===== src/hw/ctxsc_defs.svh =====
// Register offsets, field positions, reset values and counts for the block.
`ifndef CTXSC_DEFS_SVH
`define CTXSC_DEFS_SVH

`define CTXSC_ADDR_PORT_SEL 8'h32
`define CTXSC_ADDR_CTL 8'h33
`define CTXSC_ADDR_CTL2 8'h34
`define CTXSC_ADDR_STS 8'h35

`define CTXSC_RST_PORT_SEL 8'h00
`define CTXSC_RST_CTL 8'h00
`define CTXSC_RST_CTL2 8'h00
`define CTXSC_RD_ZERO 8'h00

`define CTXSC_SEL_READ_BIT 4
`define CTXSC_SEL_WR1_BIT 1
`define CTXSC_SEL_WR0_BIT 0

`define CTXSC_CTL_INIT_CAL_BIT 6

`define CTXSC_CTL2_MASK 8'h3F
`define CTXSC_CTL2_LEN_HI 5
`define CTXSC_CTL2_LEN_LO 4
`define CTXSC_CTL2_PASS_MODE_BIT 3
`define CTXSC_CTL2_INV_BIT 2
`define CTXSC_CTL2_SINGLE_BIT 1
`define CTXSC_CTL2_PERIODIC_BIT 0

`define CTXSC_STS_PORT_NUM_BIT 4
`define CTXSC_STS_SYNC_BIT 1
`define CTXSC_STS_PASS_BIT 0

`define CTXSC_CAL_EXP_CODE0 5'd10
`define CTXSC_CAL_EXP_CODE1 5'd12
`define CTXSC_CAL_EXP_CODE2 5'd14
`define CTXSC_CAL_EXP_CODE3 5'd15

`define CTXSC_NUM_TX 2
`define CTXSC_NUM_RX 4

`endif


===== src/hw/ctxsc_pkg.sv =====
// Types shared by the skew calibration and status block.
package ctxsc_pkg;

    typedef enum logic [1:0] {
        CAL_IDLE = 2'b00,
        CAL_RUN = 2'b01,
        CAL_LAST = 2'b11
    } ctxsc_cal_state_t;

    typedef enum logic [1:0] {
        SRC_NONE = 2'b00,
        SRC_INIT = 2'b01,
        SRC_PERIODIC = 2'b11,
        SRC_SINGLE = 2'b10
    } ctxsc_cal_src_t;

endpackage


===== src/hw/ctxsc_cal_seq.sv =====
// Serial generator of one skew calibration sequence of selectable length.
`timescale 1ns/100ps
`include "ctxsc_defs.svh"
module ctxsc_cal_seq #(
    parameter int LEN_SHIFT = 0
) (
    input wire logic i_clk,
    input wire logic i_rst_n,
    input wire logic i_start,
    input wire logic [1:0] i_len_code,
    input wire logic i_invert,
    output logic o_active,
    output logic o_data,
    output logic o_done
);
    ctxsc_pkg::ctxsc_cal_state_t state_q;
    logic [15:0] cnt_q;
    logic [15:0] last_q;
    logic [4:0] exp_d;
    logic inv_q;

    always_comb begin
        case (i_len_code)
            2'b00: exp_d = `CTXSC_CAL_EXP_CODE0;
            2'b01: exp_d = `CTXSC_CAL_EXP_CODE1;
            2'b10: exp_d = `CTXSC_CAL_EXP_CODE2;
            default: exp_d = `CTXSC_CAL_EXP_CODE3;
        endcase
    end

    // One bit per clock; length is sampled at start so a rewrite mid-sequence
    // cannot cut a sequence short.
    always_ff @(posedge i_clk) begin
        if (!i_rst_n) begin
            state_q <= ctxsc_pkg::CAL_IDLE;
            cnt_q <= 16'h0000;
            last_q <= 16'h0000;
            inv_q <= 1'b0;
        end else begin
            case (state_q)
                ctxsc_pkg::CAL_IDLE: begin
                    if (i_start) begin
                        last_q <= 16'((17'h1_0000 >> (5'd16 - exp_d))
                            >> LEN_SHIFT) - 16'h0001;
                        cnt_q <= 16'h0000;
                        inv_q <= i_invert;
                        state_q <= ctxsc_pkg::CAL_RUN;
                    end
                end
                ctxsc_pkg::CAL_RUN: begin
                    if (cnt_q == last_q) begin
                        state_q <= ctxsc_pkg::CAL_LAST;
                    end else begin
                        cnt_q <= cnt_q + 16'h0001;
                    end
                end
                default: state_q <= ctxsc_pkg::CAL_IDLE;
            endcase
        end
    end

    always_ff @(posedge i_clk) begin
        if (!i_rst_n) begin
            o_active <= 1'b0;
            o_data <= 1'b0;
            o_done <= 1'b0;
        end else begin
            o_active <= (state_q == ctxsc_pkg::CAL_RUN);
            o_data <= (state_q == ctxsc_pkg::CAL_RUN) &
                (cnt_q[0] ^ inv_q);
            o_done <= (state_q == ctxsc_pkg::CAL_LAST);
        end
    end
endmodule


===== src/hw/ctxsc_pass.sv =====
// Combines receive port valid flags into the transmit pass indication.
`timescale 1ns/100ps
module ctxsc_pass #(
    parameter int NUM_RX = 4
) (
    input wire logic i_clk,
    input wire logic i_rst_n,
    input wire logic [NUM_RX-1:0] i_rx_valid,
    input wire logic [NUM_RX-1:0] i_rx_enabled,
    input wire logic i_all_mode,
    input wire logic i_sync_fwd,
    input wire logic i_tx_error,
    output logic o_pass
);
    logic any_ok;
    logic all_ok;
    logic comb_ok;

    assign any_ok = |(i_rx_valid & i_rx_enabled);
    assign all_ok = (|i_rx_enabled) &
        (&(i_rx_valid | ~i_rx_enabled));
    assign comb_ok = i_all_mode ? all_ok : any_ok;

    // Synchronized forwarding only reports availability; an error that stops
    // delivery matters only in asynchronous forwarding.
    always_ff @(posedge i_clk) begin
        if (!i_rst_n) begin
            o_pass <= 1'b0;
        end else if (i_sync_fwd) begin
            o_pass <= comb_ok;
        end else begin
            o_pass <= comb_ok & ~i_tx_error;
        end
    end
endmodule


===== src/hw/ctxsc_regs.sv =====
// Per transmit port calibration control, status and port select registers.
`timescale 1ns/100ps
`include "ctxsc_defs.svh"
module ctxsc_regs #(
    parameter int NUM_TX = `CTXSC_NUM_TX,
    parameter int NUM_RX = `CTXSC_NUM_RX,
    parameter int CAL_LEN_SHIFT = 0
) (
    input wire logic I_CLK,
    input wire logic I_RST_N,
    input wire logic I_REG_WR,
    input wire logic I_REG_RD,
    input wire logic [7:0] I_REG_ADDR,
    input wire logic [7:0] I_REG_WDATA,
    output logic [7:0] O_REG_RDATA,
    output logic O_REG_RVALID,
    input wire logic [NUM_TX*NUM_RX-1:0] I_RX_VALID,
    input wire logic [NUM_TX*NUM_RX-1:0] I_RX_ENABLED,
    input wire logic [NUM_TX-1:0] I_FWD_SYNC_EN,
    input wire logic [NUM_TX-1:0] I_STREAMS_SYNCED,
    input wire logic [NUM_TX-1:0] I_TX_ERROR,
    input wire logic [NUM_TX-1:0] I_HS_BUSY,
    input wire logic [NUM_TX-1:0] I_FRAME_END,
    input wire logic [NUM_TX-1:0] I_TX_INIT,
    output logic [NUM_TX-1:0] O_CAL_ACTIVE,
    output logic [NUM_TX-1:0] O_CAL_DATA,
    output logic [NUM_TX-1:0] O_HS_HOLD,
    output logic [NUM_TX-1:0] O_TX_PASS,
    output logic [NUM_TX-1:0] O_TX_SYNC
);
    logic [7:0] port_sel_q;
    logic read_port;
    logic [NUM_TX-1:0] wr_en;
    logic wr_sel;
    logic wr_ctl;
    logic wr_ctl2;
    logic [7:0] ctl2_q [NUM_TX];
    logic [NUM_TX-1:0] init_en_q;
    logic [NUM_TX-1:0] sync_q;
    logic [7:0] rdata_d;

    assign wr_sel = I_REG_WR & (I_REG_ADDR == `CTXSC_ADDR_PORT_SEL);
    assign wr_ctl = I_REG_WR & (I_REG_ADDR == `CTXSC_ADDR_CTL);
    assign wr_ctl2 = I_REG_WR & (I_REG_ADDR == `CTXSC_ADDR_CTL2);
    assign read_port = port_sel_q[`CTXSC_SEL_READ_BIT];
    assign wr_en[0] = port_sel_q[`CTXSC_SEL_WR0_BIT];
    assign wr_en[1] = port_sel_q[`CTXSC_SEL_WR1_BIT];

    // Only the documented selector bits are stored; the rest read as zero.
    always_ff @(posedge I_CLK) begin
        if (!I_RST_N) begin
            port_sel_q <= `CTXSC_RST_PORT_SEL;
        end else if (wr_sel) begin
            port_sel_q <= 8'h00;
            port_sel_q[`CTXSC_SEL_READ_BIT] <=
                I_REG_WDATA[`CTXSC_SEL_READ_BIT];
            port_sel_q[`CTXSC_SEL_WR1_BIT] <=
                I_REG_WDATA[`CTXSC_SEL_WR1_BIT];
            port_sel_q[`CTXSC_SEL_WR0_BIT] <=
                I_REG_WDATA[`CTXSC_SEL_WR0_BIT];
        end
    end

    genvar p;
    for (p = 0; p < NUM_TX; p++) begin : g_tx
        logic init_pend_q;
        logic per_pend_q;
        logic launch;
        logic launch_q;
        logic run_q;
        logic hold_q;
        logic seq_active;
        logic seq_done;
        logic single_req;
        ctxsc_pkg::ctxsc_cal_src_t src_d;
        ctxsc_pkg::ctxsc_cal_src_t src_q;

        assign single_req = ctl2_q[p][`CTXSC_CTL2_SINGLE_BIT];

        // A sequence is launched only between packets and never while one is
        // still running or just ending, so requests cannot double up.
        assign launch = ~I_HS_BUSY[p] & ~run_q &
            (init_pend_q | per_pend_q | single_req);

        // Initial calibration goes first since HS data waits on it.
        always_comb begin
            if (init_pend_q) begin
                src_d = ctxsc_pkg::SRC_INIT;
            end else if (per_pend_q) begin
                src_d = ctxsc_pkg::SRC_PERIODIC;
            end else if (single_req) begin
                src_d = ctxsc_pkg::SRC_SINGLE;
            end else begin
                src_d = ctxsc_pkg::SRC_NONE;
            end
        end

        always_ff @(posedge I_CLK) begin
            if (!I_RST_N) begin
                ctl2_q[p] <= `CTXSC_RST_CTL2;
            end else if (wr_ctl2 && wr_en[p]) begin
                ctl2_q[p] <= I_REG_WDATA & `CTXSC_CTL2_MASK;
            end else if (seq_done && src_q == ctxsc_pkg::SRC_SINGLE) begin
                ctl2_q[p][`CTXSC_CTL2_SINGLE_BIT] <= 1'b0;
            end
        end

        always_ff @(posedge I_CLK) begin
            if (!I_RST_N) begin
                init_en_q[p] <= `CTXSC_RST_CTL == 8'h00 ? 1'b0 : 1'b1;
            end else if (wr_ctl && wr_en[p]) begin
                init_en_q[p] <= I_REG_WDATA[`CTXSC_CTL_INIT_CAL_BIT];
            end
        end

        always_ff @(posedge I_CLK) begin
            if (!I_RST_N) begin
                init_pend_q <= 1'b0;
            end else if (I_TX_INIT[p] && init_en_q[p]) begin
                init_pend_q <= 1'b1;
            end else if (seq_done && src_q == ctxsc_pkg::SRC_INIT) begin
                init_pend_q <= 1'b0;
            end
        end

        always_ff @(posedge I_CLK) begin
            if (!I_RST_N) begin
                per_pend_q <= 1'b0;
            end else if (!ctl2_q[p][`CTXSC_CTL2_PERIODIC_BIT]) begin
                per_pend_q <= 1'b0;
            end else if (I_FRAME_END[p]) begin
                per_pend_q <= 1'b1;
            end else if (seq_done && src_q == ctxsc_pkg::SRC_PERIODIC) begin
                per_pend_q <= 1'b0;
            end
        end

        always_ff @(posedge I_CLK) begin
            if (!I_RST_N) begin
                launch_q <= 1'b0;
                src_q <= ctxsc_pkg::SRC_NONE;
            end else begin
                launch_q <= launch;
                if (launch) begin
                    src_q <= src_d;
                end
            end
        end

        // Busy from launch to the done pulse; the start-up cycles before the
        // lanes go active would otherwise let a second launch slip in.
        always_ff @(posedge I_CLK) begin
            if (!I_RST_N) begin
                run_q <= 1'b0;
            end else if (launch) begin
                run_q <= 1'b1;
            end else if (seq_done) begin
                run_q <= 1'b0;
            end
        end

        // The HS engine is held off while initial calibration is owed and
        // while any sequence is on the lanes.
        always_ff @(posedge I_CLK) begin
            if (!I_RST_N) begin
                hold_q <= 1'b0;
            end else begin
                hold_q <= init_pend_q | launch | run_q;
            end
        end
        assign O_HS_HOLD[p] = hold_q;

        ctxsc_cal_seq #(
            .LEN_SHIFT(CAL_LEN_SHIFT)
        ) u_cal_seq (
            .i_clk(I_CLK),
            .i_rst_n(I_RST_N),
            .i_start(launch_q),
            .i_len_code(ctl2_q[p][`CTXSC_CTL2_LEN_HI:`CTXSC_CTL2_LEN_LO]),
            .i_invert(ctl2_q[p][`CTXSC_CTL2_INV_BIT]),
            .o_active(seq_active),
            .o_data(O_CAL_DATA[p]),
            .o_done(seq_done)
        );
        assign O_CAL_ACTIVE[p] = seq_active;

        ctxsc_pass #(
            .NUM_RX(NUM_RX)
        ) u_pass (
            .i_clk(I_CLK),
            .i_rst_n(I_RST_N),
            .i_rx_valid(I_RX_VALID[p*NUM_RX +: NUM_RX]),
            .i_rx_enabled(I_RX_ENABLED[p*NUM_RX +: NUM_RX]),
            .i_all_mode(ctl2_q[p][`CTXSC_CTL2_PASS_MODE_BIT]),
            .i_sync_fwd(I_FWD_SYNC_EN[p]),
            .i_tx_error(I_TX_ERROR[p]),
            .o_pass(O_TX_PASS[p])
        );

        always_ff @(posedge I_CLK) begin
            if (!I_RST_N) begin
                sync_q[p] <= 1'b0;
            end else begin
                sync_q[p] <= I_FWD_SYNC_EN[p] &
                    I_STREAMS_SYNCED[p];
            end
        end
        assign O_TX_SYNC[p] = sync_q[p];
    end

    always_comb begin
        rdata_d = `CTXSC_RD_ZERO;
        case (I_REG_ADDR)
            `CTXSC_ADDR_PORT_SEL: rdata_d = port_sel_q;
            `CTXSC_ADDR_CTL: begin
                rdata_d[`CTXSC_CTL_INIT_CAL_BIT] =
                    init_en_q[read_port];
            end
            `CTXSC_ADDR_CTL2: rdata_d = ctl2_q[read_port];
            `CTXSC_ADDR_STS: begin
                rdata_d[`CTXSC_STS_PORT_NUM_BIT] = read_port;
                rdata_d[`CTXSC_STS_SYNC_BIT] = sync_q[read_port];
                rdata_d[`CTXSC_STS_PASS_BIT] = O_TX_PASS[read_port];
            end
            default: rdata_d = `CTXSC_RD_ZERO;
        endcase
    end

    // Read data is registered so it stays stable for the serial control port.
    always_ff @(posedge I_CLK) begin
        if (!I_RST_N) begin
            O_REG_RDATA <= `CTXSC_RD_ZERO;
            O_REG_RVALID <= 1'b0;
        end else begin
            O_REG_RVALID <= I_REG_RD;
            if (I_REG_RD) begin
                O_REG_RDATA <= rdata_d;
            end
        end
    end
endmodule

===== config.mk =====
export PLATFORM = sky130hd
export DESIGN_NAME = ctxsc_regs
export DESIGN_NICKNAME = d
export VERILOG_FILES = /design/src/hw/ctxsc_pkg.sv /design/src/hw/ctxsc_cal_seq.sv /design/src/hw/ctxsc_pass.sv /design/src/hw/ctxsc_regs.sv
export VERILOG_INCLUDE_DIRS = /design/src /design/src/hw
export SDC_FILE = /design/constraint.sdc
export NUM_CORES = 1
export LEC_CHECK = 0
export BUFFER_PORTS_ARGS = -buffer_cell sky130_fd_sc_hd__buf_4
export CAP_MARGIN = 20
export CORE_ASPECT_RATIO = 1.5
export CORE_MARGIN = 5
export CORE_UTILIZATION = 50
export DETAILED_ROUTE_END_ITERATION = 8
export HOLD_SLACK_MARGIN = 0.08
export PLACE_DENSITY = 0.7
export SLEW_MARGIN = 40
export SYNTH_ARGS = -nofsm -noshare
export SYNTH_HDL_FRONTEND = slang
export SYNTH_SLANG_ARGS = --single-unit

===== constraint.sdc =====
create_clock -name I_CLK -period 3.5 [get_ports I_CLK]
set_input_delay 0.35 -clock I_CLK [delete_from_list [all_inputs] [get_ports I_CLK]]
set_output_delay 0.35 -clock I_CLK [all_outputs]
set_load 0.005 [all_outputs]

==> run_results.csv <==
group,metric,value,unit
status,outcome,"complete, no violations",
critical_path,regToRegSetupSlack,1250,ps
power,p_sw_share,23.7,%
synth,synthMostInstantiatedCell,"dfxtp_1",
synth,syn_area,0.00553,mm²
place,dp_cells,813,
critical_path,critical-path-top-delay-family,"simple AND/OR/NAND/NOR gates",
layout,fin_cells,845,
sta,finalWorstSetupSlack,1250,ps
layout,fin_util,60.6,%
route,postRouteAntennaNets,0,
route,firstDrtPassIters,5,
route,met1_length,5050,µm
clock_network,clockBufferDepth,2,
sta,period_share,64.4,%
floorplan,die_h,139,µm
synth,synth_flop_cell,"dfxtp_1",
layout,drive_gt1_share,15.0,%
critical_path,required,3770,ps
clock_network,cts_tree,"yes",
critical_path,crit_type,"flip-flop to flip-flop",
global_route,first_global_vias,4620,
worst_hold_path,whs_endpoint,"g_tx[0].per_pend_q",
sta,skew,5.29,ps
synth,synth.avg_cell_area,8.79,µm²
route,met3WireLength,685,µm
route,maxUsedRoutingLayer,"met4",
sta,rsz0062_at_grt,"false",
critical_path,cp.arrival,2520,ps
synth,ys_ff_latch,116,
clock_network,cts_root_buffer,"clkbuf_16",
sta,fin_tns_setup,0,ps
clock_network,postCtsHoldBufs,0,
critical_path,cp_slowest_cell,"nor4_4",
synth,yosysSeqAreaShare,44.2,%
critical_path,max_stage_delay,550,ps
place,place_congestion,0.907,
clock_network,ctsResizeCount,0,
power,power.leakage,2.63,nW
critical_path,crit_path_max_fanout,19,
synth,synth.top_cell.area_share,37.7,%
place,dp_slack,1260,ps
power,power.density,500,mW/mm²
global_route,overflow,0,
clock_network,clock-sinks,116,
critical_path,crit_path_start_kind,"flip-flop",
critical_path,critPathBufInv,1,
global_route,grt_usage,20.2,%
power,p_int,2.53,mW
clock_network,cts_buffers,17,
sta,slew-limit-headroom,54.2,%
clock_network,path_clk_slew,50,ps
power,p_comb_share,8.1,%
layout,syn2layout_area_growth,19.8,%
clock_network,insertion_delay,410,ps
power,p_clk_share,49.6,%
power,fin_total_pwr,3.31,mW
layout,fin_nets,749,
synth,synth_edf_count,12,
sta,max_freq,0.444,GHz
synth,synth.distinct_cells,56,
route,drt_first_iter_violations,203,
route,wl,12900,µm
critical_path,r2r_end,"g_tx[1].u_cal_seq.cnt_q[14]",
floorplan,num_rows,47,
worst_hold_path,hold_start,"I_FRAME_END[0]",
power,power_frac_seq,42.4,%
sta,setup_viol,0,
global_route,grt_pass1_wl,21300,µm
route,wl_per_cell,15.3,µm
floorplan,die_x,95.9,µm
worst_hold_path,worstHoldPathType,"input port to flip-flop",
sta,drv_slew,0,
route,num_vias,4749,
floorplan,start_util,50.5,%
sta,hold_violations,0,
synth,ys_top_cells_by_area,"dfxtp_1, edfxtp_1, nand2_1",
critical_path,reg2reg_depth,6,
critical_path,crit_chain,"or3_1, a211o_1, nor4_4, buf_4, or4_1, a21oi_1",
route,wl_met2,6810,µm
global_route,antenna_found_initial,0,
run,maxCapViolations,0,
power,switching_power,0.786,mW
critical_path,r2r-start,"g_tx[1].u_cal_seq.cnt_q[11]",
route,vias_per_cell,5.62,
sta,worst_slew_pin_slew,685,ps
critical_path,cp-end-kind,"flip-flop",
synth,synth_top_area_cell,"dfxtp_1",
power,ir_worst_vdd,362,µV
clock_network,cts_max_level,4,
place,hpwl,9600,µm
floorplan,ios,67,
global_route,grt_start_max_net_pins,31,
layout,diodes,0,
synth,synthCells,629,
sta,fin_crit,2250,ps
worst_hold_path,hold_depth,3,
route,drc,0,
synth,synth_warnings,0,
synth,syn_nets,693,
synth,synth-async-reset-ratio,0,%
floorplan,core_region_area,0.0109,mm²
clock_network,postCtsSetupRepairBufs,0,
floorplan,die_area,0.0133,mm²
place,portBuffers,64,
synth,synthTopCellsByCount,"dfxtp_1, nand2_1, nor2_1, a21oi_1, o21ai_0",
## stage by stage
stage               hold WS [ps]  instance area (µm²)
floorplan                    430                 5530
global placement             438                 6060
detailed placement           445                 6060
CTS                          148                 6620
global route                 140                 6620
finish                       157                 6620
## registers in the layout, indices dropped and copies added (netlist names), 3 cells and up, named ones only
register                count
g_tx.u_cal_seq.cnt_q       32
g_tx.u_cal_seq.last_q      28
ctl2_q                     12
O_REG_RDATA                 7
g_tx.src_q                  4
g_tx.u_cal_seq.state_q      4
port_sel_q                  3
## tightest hold or removal path: stages
cell and delay [ps]:
buf_4 80, a21oi_1 30, nor2_1 60
## cell families after synthesis
kind of cell	synth area share, %
multiplexers	3.10
other	0.136
AO/OA/AOI/OAI	15.1
buffers and inverters	4.78
XOR/XNOR	4.75
adder cells (fa/ha/maj)	3.62
AND/OR/NAND/NOR	24.3
flip-flops	44.2
## worst max-delay path by stage
stage | startpoint | to | slack [ps] | cells past startpoint
final | g_tx[1].u_cal_seq.cnt_q[11] | g_tx[1].u_cal_seq.cnt_q[14] | 1250 | 6
after CTS | g_tx[1].u_cal_seq.cnt_q[11] | g_tx[1].u_cal_seq.cnt_q[14] | 1250 | 6
after global routing | g_tx[1].u_cal_seq.cnt_q[11] | g_tx[1].u_cal_seq.cnt_q[7] | 1120 | 6
after floorplan | g_tx[1].u_cal_seq.cnt_q[10] | g_tx[1].u_cal_seq.cnt_q[0] | 1620 | 6
after detailed placement | g_tx[1].u_cal_seq.cnt_q[11] | g_tx[1].u_cal_seq.cnt_q[13] | 1260 | 6
after global placement | g_tx[1].u_cal_seq.cnt_q[11] | g_tx[1].u_cal_seq.cnt_q[8] | 1320 | 6
## cells in the final DEF (no fill, tap or decap), drive strengths merged, types with 15 or more instances in the layout
cell and n:
nor2 46, inv 21, clkbuf 18, and2 17, and3 15, mux2i 16, nand2 78, buf 70
nand3 20, dfxtp 104, o21ai 32, or4 16, ha 16, xnor2 25, a21oi 45, or3 18
## power groups by stage
stage | sequential (mW) | clock [mW] | combinational (mW)
3_3_place_gp | 1.43 | 0 | 0.254
2_1_floorplan | 1.42 | 0 | 0.187
5_1_grt | 1.41 | 1.73 | 0.295
6_report | 1.40 | 1.64 | 0.267
4_1_cts | 1.40 | 1.66 | 0.266
3_5_place_dp | 1.43 | 0 | 0.264
## metal layers
layer	global-route usage, %	vias to the layer above
met1	22.2	2243
met4	8.25	0
li1	-	2347
met5	0	-
met3	5.65	27
met2	35.6	132
## cell type report
cell class / count / area [µm²]
clock buffer: 18 / 429
clock inverter: 14 / 139
fill: 984 / 4310
inverter: 22 / 82.6
multi-input combinational: 458 / 2820
sequential: 116 / 2440
tap: 147 / 184
timing repair buffer: 70 / 526
Note: power is estimated with default switching activity, not from simulation.
